<file path="config.mk">
export PLATFORM = sky130hd
export DESIGN_NAME = dwg_write_guard
export DESIGN_NICKNAME = d
export VERILOG_FILES = /design/src/verilog/dwg_pkg.sv /design/src/verilog/dwg_write_guard.sv
export SDC_FILE = /design/constraint.sdc
export NUM_CORES = 1
export LEC_CHECK = 0
export BUFFER_PORTS_ARGS = -buffer_cell sky130_fd_sc_hd__buf_2
export CAP_MARGIN = 30
export CORE_MARGIN = 4
export CORE_UTILIZATION = 41
export DETAILED_ROUTE_END_ITERATION = 10
export PLACE_DENSITY_LB_ADDON = 0.25
export SYNTH_ARGS = -nofsm -noshare
export SYNTH_HDL_FRONTEND = slang
export SYNTH_SLANG_ARGS = --single-unit
export TNS_END_PERCENT = 10
</file>
<file path="constraint.sdc">
create_clock -name i_mclk -period 1.5 [get_ports i_mclk]
set_input_delay 0.15 -clock i_mclk [delete_from_list [all_inputs] [get_ports i_mclk]]
set_output_delay 0.15 -clock i_mclk [all_outputs]
set_load 0.01 [all_outputs]
</file>
<file path="src/verilog/dwg_pkg.sv">
package dwg_pkg;

   // ----------------------------------------------------------------
   // Bus geometry
   // ----------------------------------------------------------------
   localparam int unsigned ADDR_W = 32;
   localparam int unsigned DATA_W = 32;

   // ----------------------------------------------------------------
   // Register byte addresses
   // ----------------------------------------------------------------
   localparam logic [31:0] CTRL_BASE = 32'hffffe800;
   localparam logic [31:0] MEMDEV_ADDR = 32'hffffe820;
   localparam logic [31:0] HISPEED_ADDR = 32'hffffe82c;
   localparam logic [31:0] PROT_MODE_ADDR = 32'hffffe8e4;
   localparam logic [31:0] PROT_STAT_ADDR = 32'hffffe8e8;
   localparam logic [31:0] IRQ_STAT_ADDR = 32'hffffe8f0;
   localparam logic [31:0] IRQ_MASK_ADDR = 32'hffffe8f4;

   // ----------------------------------------------------------------
   // Protection mode register fields
   // ----------------------------------------------------------------
   localparam int unsigned PROT_EN_BIT = 0;
   localparam int unsigned KEY_LSB = 8;
   localparam int unsigned KEY_W = 24;
   localparam logic [23:0] KEY_PASSWORD = 24'h444452;
   localparam logic PROT_EN_RESET = 1'b0;

   // ----------------------------------------------------------------
   // Protection status register fields
   // ----------------------------------------------------------------
   localparam int unsigned VIOL_FLAG_BIT = 0;
   localparam int unsigned VIOL_SRC_LSB = 8;
   localparam int unsigned VIOL_SRC_W = 16;

   // ----------------------------------------------------------------
   // Protected configuration fields and reset values
   // ----------------------------------------------------------------
   localparam int unsigned MEMDEV_LSB = 0;
   localparam int unsigned MEMDEV_W = 3;
   localparam logic [2:0] MEMDEV_RESET = 3'h0;
   localparam int unsigned BUSW_BIT = 4;
   localparam logic BUSW_RESET = 1'b1;
   localparam int unsigned NOANTIC_BIT = 2;
   localparam logic NOANTIC_RESET = 1'b1;

   // ----------------------------------------------------------------
   // Interrupt bits
   // ----------------------------------------------------------------
   localparam int unsigned IRQ_VIOL_BIT = 0;
   localparam int unsigned IRQ_W = 1;

endpackage

</file>
<file path="src/verilog/dwg_write_guard.sv">
`timescale 1ns/10ps
`default_nettype none

module dwg_write_guard (
   // Clock and reset.
   input wire logic i_mclk,
   input wire logic i_rst,
   // Register port.
   input wire logic [31:0] i_addr,
   input wire logic [31:0] i_wdata,
   input wire logic i_wr,
   input wire logic i_rd,
   output logic [31:0] o_rdata,
   // Protected configuration towards the controller.
   output logic [2:0] o_mem_device,
   output logic o_bus_16bit,
   output logic o_no_anticip_read,
   // Protection state and interrupt.
   output logic o_protect_on,
   output logic o_irq
);

   // ----------------------------------------------------------------
   // Address decode
   // ----------------------------------------------------------------

   // One-hot selects; each is qualified by a strobe where used.
   wire logic sel_memdev;
   wire logic sel_hispeed;
   wire logic sel_mode;
   wire logic sel_stat;
   wire logic sel_irq_stat;
   wire logic sel_irq_mask;
   assign sel_memdev = (i_addr == dwg_pkg::MEMDEV_ADDR);
   assign sel_hispeed = (i_addr == dwg_pkg::HISPEED_ADDR);
   assign sel_mode = (i_addr == dwg_pkg::PROT_MODE_ADDR);
   assign sel_stat = (i_addr == dwg_pkg::PROT_STAT_ADDR);
   assign sel_irq_stat = (i_addr == dwg_pkg::IRQ_STAT_ADDR);
   assign sel_irq_mask = (i_addr == dwg_pkg::IRQ_MASK_ADDR);

   // A protected register is any of the controller configuration words.
   wire logic sel_protected;
   assign sel_protected = sel_memdev | sel_hispeed;

   // ----------------------------------------------------------------
   // State
   // ----------------------------------------------------------------
   logic prot_en_q;
   logic prot_en_d;
   logic viol_flag_q;
   logic viol_flag_d;
   logic [15:0] viol_src_q;
   logic [15:0] viol_src_d;
   logic [2:0] memdev_q;
   logic busw_q;
   logic noantic_q;
   logic [0:0] irq_stat_q;
   logic [0:0] irq_stat_d;
   logic [0:0] irq_mask_q;
   logic [31:0] rdata_q;
   logic [31:0] rdata_d;

   // ----------------------------------------------------------------
   // Protection mode
   // ----------------------------------------------------------------

   // The key must match in full; any other value leaves the enable as is.
   wire logic key_ok;
   wire logic mode_wr_keyed;
   assign key_ok = (i_wdata[dwg_pkg::KEY_LSB +: dwg_pkg::KEY_W]
                    == dwg_pkg::KEY_PASSWORD);
   assign mode_wr_keyed = i_wr & sel_mode & key_ok;

   // Keyed write loads the enable bit, one or zero alike.
   assign prot_en_d = mode_wr_keyed ? i_wdata[dwg_pkg::PROT_EN_BIT]
                                    : prot_en_q;

   // ----------------------------------------------------------------
   // Protected configuration writes
   // ----------------------------------------------------------------

   // A write while protection is on is dropped and counted as a violation.
   wire logic prot_wr;
   wire logic cfg_wr_ok;
   wire logic viol_event;
   assign prot_wr = i_wr & sel_protected;
   assign cfg_wr_ok = prot_wr & ~prot_en_q;
   assign viol_event = prot_wr & prot_en_q;

   // The source is the offset of the target word from the controller base.
   wire logic [31:0] addr_offset;
   assign addr_offset = i_addr - dwg_pkg::CTRL_BASE;

   // ----------------------------------------------------------------
   // Violation status
   // ----------------------------------------------------------------

   // The read strobe clears the status, but a fresh violation wins, so an
   // event in the clearing cycle is never lost. The read and the refused write
   // need different addresses on this one port, so the overlap cannot occur.
   wire logic stat_rd;
   assign stat_rd = i_rd & sel_stat;
   assign viol_flag_d = viol_event ? 1'b1
                      : (stat_rd ? 1'b0 : viol_flag_q);
   assign viol_src_d = viol_event ? addr_offset[15:0]
                     : (stat_rd ? 16'h0000 : viol_src_q);

   // ----------------------------------------------------------------
   // Interrupt
   // ----------------------------------------------------------------

   // Sticky bit, cleared by writing a one; a same-cycle event keeps it set.
   wire logic irq_clr;
   assign irq_clr = i_wr & sel_irq_stat & i_wdata[dwg_pkg::IRQ_VIOL_BIT];
   assign irq_stat_d[0] = viol_event | (irq_stat_q[0] & ~irq_clr);
   assign o_irq = |(irq_stat_q & irq_mask_q);

   // ----------------------------------------------------------------
   // Read data
   // ----------------------------------------------------------------

   // Images of each register; unused bits and the key read as zero.
   wire logic [31:0] img_memdev;
   wire logic [31:0] img_hispeed;
   wire logic [31:0] img_mode;
   wire logic [31:0] img_stat;
   wire logic [31:0] img_irq_stat;
   wire logic [31:0] img_irq_mask;
   assign img_memdev = {27'h0, busw_q, 1'b0, memdev_q};
   assign img_hispeed = {29'h0, noantic_q, 2'h0};
   assign img_mode = {31'h0, prot_en_q};
   assign img_stat = {8'h00, viol_src_q, 7'h0, viol_flag_q};
   assign img_irq_stat = {31'h0, irq_stat_q};
   assign img_irq_mask = {31'h0, irq_mask_q};

   // Unmapped addresses answer zero; the strobe gates the answer.
   assign rdata_d = !i_rd ? 32'h00000000
                  : sel_memdev ? img_memdev
                  : sel_hispeed ? img_hispeed
                  : sel_mode ? img_mode
                  : sel_stat ? img_stat
                  : sel_irq_stat ? img_irq_stat
                  : sel_irq_mask ? img_irq_mask
                  : 32'h00000000;

   // ----------------------------------------------------------------
   // Registers
   // ----------------------------------------------------------------

   // Protection and status state.
   always_ff @(posedge i_mclk or posedge i_rst) begin
      if (i_rst) begin
         prot_en_q <= dwg_pkg::PROT_EN_RESET;
         viol_flag_q <= 1'b0;
         viol_src_q <= 16'h0000;
         irq_stat_q <= 1'h0;
      end else begin
         prot_en_q <= prot_en_d;
         viol_flag_q <= viol_flag_d;
         viol_src_q <= viol_src_d;
         irq_stat_q <= irq_stat_d;
      end
   end

   // Protected configuration; only accepted writes reach these.
   always_ff @(posedge i_mclk or posedge i_rst) begin
      if (i_rst) begin
         memdev_q <= dwg_pkg::MEMDEV_RESET;
         busw_q <= dwg_pkg::BUSW_RESET;
         noantic_q <= dwg_pkg::NOANTIC_RESET;
      end else if (cfg_wr_ok && sel_memdev) begin
         memdev_q <= i_wdata[dwg_pkg::MEMDEV_LSB +: dwg_pkg::MEMDEV_W];
         busw_q <= i_wdata[dwg_pkg::BUSW_BIT];
      end else if (cfg_wr_ok && sel_hispeed) begin
         noantic_q <= i_wdata[dwg_pkg::NOANTIC_BIT];
      end
   end

   // Mask and read data; the data stand for exactly one cycle.
   always_ff @(posedge i_mclk or posedge i_rst) begin
      if (i_rst) begin
         irq_mask_q <= 1'h0;
         rdata_q <= 32'h00000000;
      end else begin
         if (i_wr && sel_irq_mask) begin
            irq_mask_q <= i_wdata[0:0];
         end
         rdata_q <= rdata_d;
      end
   end

   // ----------------------------------------------------------------
   // Outputs
   // ----------------------------------------------------------------
   assign o_rdata = rdata_q;
   assign o_mem_device = memdev_q;
   assign o_bus_16bit = busw_q;
   assign o_no_anticip_read = noantic_q;
   assign o_protect_on = prot_en_q;
endmodule

`default_nettype wire

</file>
==> impl_metrics.tcl <==
set metrics [dict create \
    drc 0 \
    synth.top_cells.by_area "sky130_fd_sc_hd__dfrtp_1 (51%), sky130_fd_sc_hd__and2_1 (8.0%), sky130_fd_sc_hd__buf_4 (4.9%)" \
    worst_hold_path_type "in -> reg" \
    grt.total_usage 0.142 \
    async_flop_share 1.00 \
    path_max_fanout 4 \
    floorplan_die_width_um 80.0 \
    seq_power_share 0.516 \
    ios 107 \
    initial_core_util 0.435 \
    synth_cell_type_count 44 \
    timing.final.setup_violations 0 \
    detailedRoute.firstPassIterationCount 4 \
    met2RoutedLength_mm 2.25 \
    detail_route.wl_per_cell_um 12.7 \
    final.period_utilization 0.942 \
    combinationalPowerShare 0.086 \
    power_frac_clock 0.398 \
    grt_pass1_vias 1550 \
    area_growth_syn_to_layout_pct 35.0 \
    placement_rows 25 \
    antenna_found_initial 0 \
    min_period_ns 1.41 \
    totalNegativeSetupSlack_ns 0 \
    hold_depth 2 \
    path_buf_inv 1 \
    cts_num_sinks 45 \
    grt_max_degree 21 \
    outcome "finished, final reports clean" \
    worstRegToRegCells 4 \
    num_vias 1669 \
    crit_path_start_kind "register" \
    cts_buffers 5 \
    met3_wirelength_um 421 \
    critical_path_cell_count 4 \
    wirelength_met1_mm 1.80 \
    ys_seq_elements 45 \
    detail_route.iter0.violations 33 \
    synth_area_sq_um 2120 \
    synth_common_cells "sky130_fd_sc_hd__dfrtp_1 (43), sky130_fd_sc_hd__and2_1 (27), sky130_fd_sc_hd__buf_4 (14)" \
    drt-total-wl_mm 4.55 \
    cp_data_arrival_time_ns 1.60 \
    synth-warning-count 0 \
    gp_routability_congestion 0.781 \
    cell_type_with_the_highest_aggregate_area_in_the_netlist "sky130_fd_sc_hd__dfrtp_1" \
    h-tree-depth 2 \
    timing.max_cap.violations 0 \
    cp-end-kind "register" \
    highest_layer "met4" \
    clockRootBuffer "sky130_fd_sc_hd__clkbuf_8" \
    crit_type "reg -> reg" \
    grt-ovfl-total 0 \
    p_leak_nw 1.60 \
    antenna_cells 0 \
    critical_path_required_ns 1.69 \
    largest_voltage_drop_on_the_vdd_net_mv 0.418 \
    tritoncts "built" \
    hold-worst-slack_ns 0.0850 \
    fp.dieArea_sq_um 6400 \
    netlist_instances 181 \
    place.port_buffers 90 \
    synth_area_per_cell_sq_um 11.7 \
    timing.fmax_ghz 0.708 \
    worst_path_largest_cell_delay_ns 0.42 \
    timing.critical_path.slowest_stage_cell "sky130_fd_sc_hd__dfrtp_1" \
    synth_top_flop_cell "sky130_fd_sc_hd__dfrtp_1" \
    viasPerCell 4.66 \
    core_area_sq_um 4880 \
    cts.clk_slew.worst_paths_ns 0.08 \
    detailed_place_hpwl_mm 3.75 \
    synth_enable_flop_cells 0 \
    drive_gt1_frac 0.471 \
    fin_skew_ns 0.00674 \
    yosysSeqAreaShare 0.531 \
    p_int_mw 1.85 \
    worst_skew_pair.late_latency_ns 0.29 \
    maximum_clock_path_buffer_count 2 \
    netSwitchingPower_mw 0.494 \
    powerDensity_nw_per_um2 819 \
    die-height_um 80.0 \
    report.final.slew_viol_count 0 \
    cpLargestDelayFamily "flip-flops" \
    drt.antenna.violating_nets 0 \
    power.switching_fraction 0.210 \
    grt_pass1_wl_mm 7.05 \
    finalHoldViolations 0 \
    synth_top_area_frac 0.506 \
    grt_setup_unrepaired "no" \
    final_nets 359 \
    synth.most_common_cell "sky130_fd_sc_hd__dfrtp_1" \
    worstPathCellList "nor4b_1 -> buf_4 -> nand4_4 -> mux2_2" \
]
==> worst paths after layout <==
kind	start	end	slack (ns)
max in group asynchronous	i_rst	o_rdata[21]$_DFF_PP0_	0.61
min in group asynchronous	i_rst	o_mem_device[1]$_DFFE_PP0P_	0.38
hold / removal	i_wdata[1]	o_mem_device[1]$_DFFE_PP0P_	0.08
setup / recovery	o_protect_on$_DFFE_PP0P_	o_mem_device[1]$_DFFE_PP0P_	0.09
setup reg to reg	o_protect_on$_DFFE_PP0P_	o_mem_device[1]$_DFFE_PP0P_	0.09
hold reg to reg	viol_src_q[8]$_DFFE_PP0P_	o_rdata[16]$_DFF_PP0_	0.47
==> routing by layer <==
metal | vias up | track usage
met5 | - | 0
met4 | 0 | 0.0608
met3 | 7 | 0.0384
met2 | 86 | 0.240
met1 | 743 | 0.170
li1 | 833 | -
==> cells by family after synthesis <==
logic type | after synthesis | share of synthesized area
adder cells (fa/ha/maj) | 1 | 0.00589
AO/OA/AOI/OAI | 13 | 0.0495
other | 1 | 0.00177
buffers and inverters | 28 | 0.0836
flip-flops | 45 | 0.531
multiplexers | 8 | 0.0418
XOR/XNOR | 2 | 0.00825
AND/OR/NAND/NOR | 83 | 0.278
==> final cells by class <==
| cell class | instances | area (sq um) |
|---|---|---|
| Fill cell | 444 | 2010 |
| Sequential cell | 45 | 1130 |
| Multi-Input combinational cell | 119 | 871 |
| Timing Repair Buffer | 111 | 636 |
| Tap cell | 67 | 83.8 |
| Clock buffer | 6 | 82.6 |
| Clock inverter | 2 | 37.5 |
| Inverter | 8 | 30.0 |
==> cell usage in the layout, fill, tap and decap left out, types with 4 or more instances in the layout <==
cell,netlist,final
sky130_fd_sc_hd__buf_2,4,90
sky130_fd_sc_hd__dfrtp_1,43,43
sky130_fd_sc_hd__and2_1,27,27
sky130_fd_sc_hd__buf_4,14,18
sky130_fd_sc_hd__conb_1,1,12
sky130_fd_sc_hd__nand4_1,8,8
sky130_fd_sc_hd__mux2_2,7,7
sky130_fd_sc_hd__inv_1,8,7
sky130_fd_sc_hd__clkbuf_8,0,6
sky130_fd_sc_hd__and3_1,4,4
sky130_fd_sc_hd__nand2_1,5,4
sky130_fd_sc_hd__nand3_1,4,4
sky130_fd_sc_hd__nor4b_1,4,4
sky130_fd_sc_hd__and4_1,4,4
==> through the flow <==
step	instance area, sq um	total power [mW]	instances	worst slack, ns	util
global placement	2730	1.43	349	-0.181	0.559
floorplan	2180	1.33	192	-0.0315	-
finish	2870	2.35	358	0.0875	0.588
CTS	2860	2.38	358	0.00201	0.586
global route	2870	2.45	358	0.00274	0.588
detailed placement	2730	1.44	349	-0.210	0.559
==> power groups by stage <==
stage / Clock (mW) / Sequential, mW / Combinational, mW
after floorplan: 0 / 1.24 / 0.0981
after global placement: 0 / 1.24 / 0.197
after detailed placement: 0 / 1.24 / 0.201
after CTS: 0.963 / 1.21 / 0.203
after global routing: 1.01 / 1.21 / 0.228
final: 0.934 / 1.21 / 0.203
==> state kept, by name (all words and copies together), names as in the netlist <==
name,count
irq_stat_q,1
irq_mask_q,1
o_mem_device,3
viol_src_q,16
o_rdata,20
viol_flag_q,1
o_bus_16bit,1
o_no_anticip_read,1
o_protect_on,1
==> repair_timing <==
item | 4_1_cts | 5_1_grt
endpoints found under the hold margin | 16 | 0
resized for setup | 0 | 2
buffers inserted | 0 | 0
hold buffers | 1 | 0
endpoints found under the setup margin | 0 | 14
(Power assumes the default switching activity.)
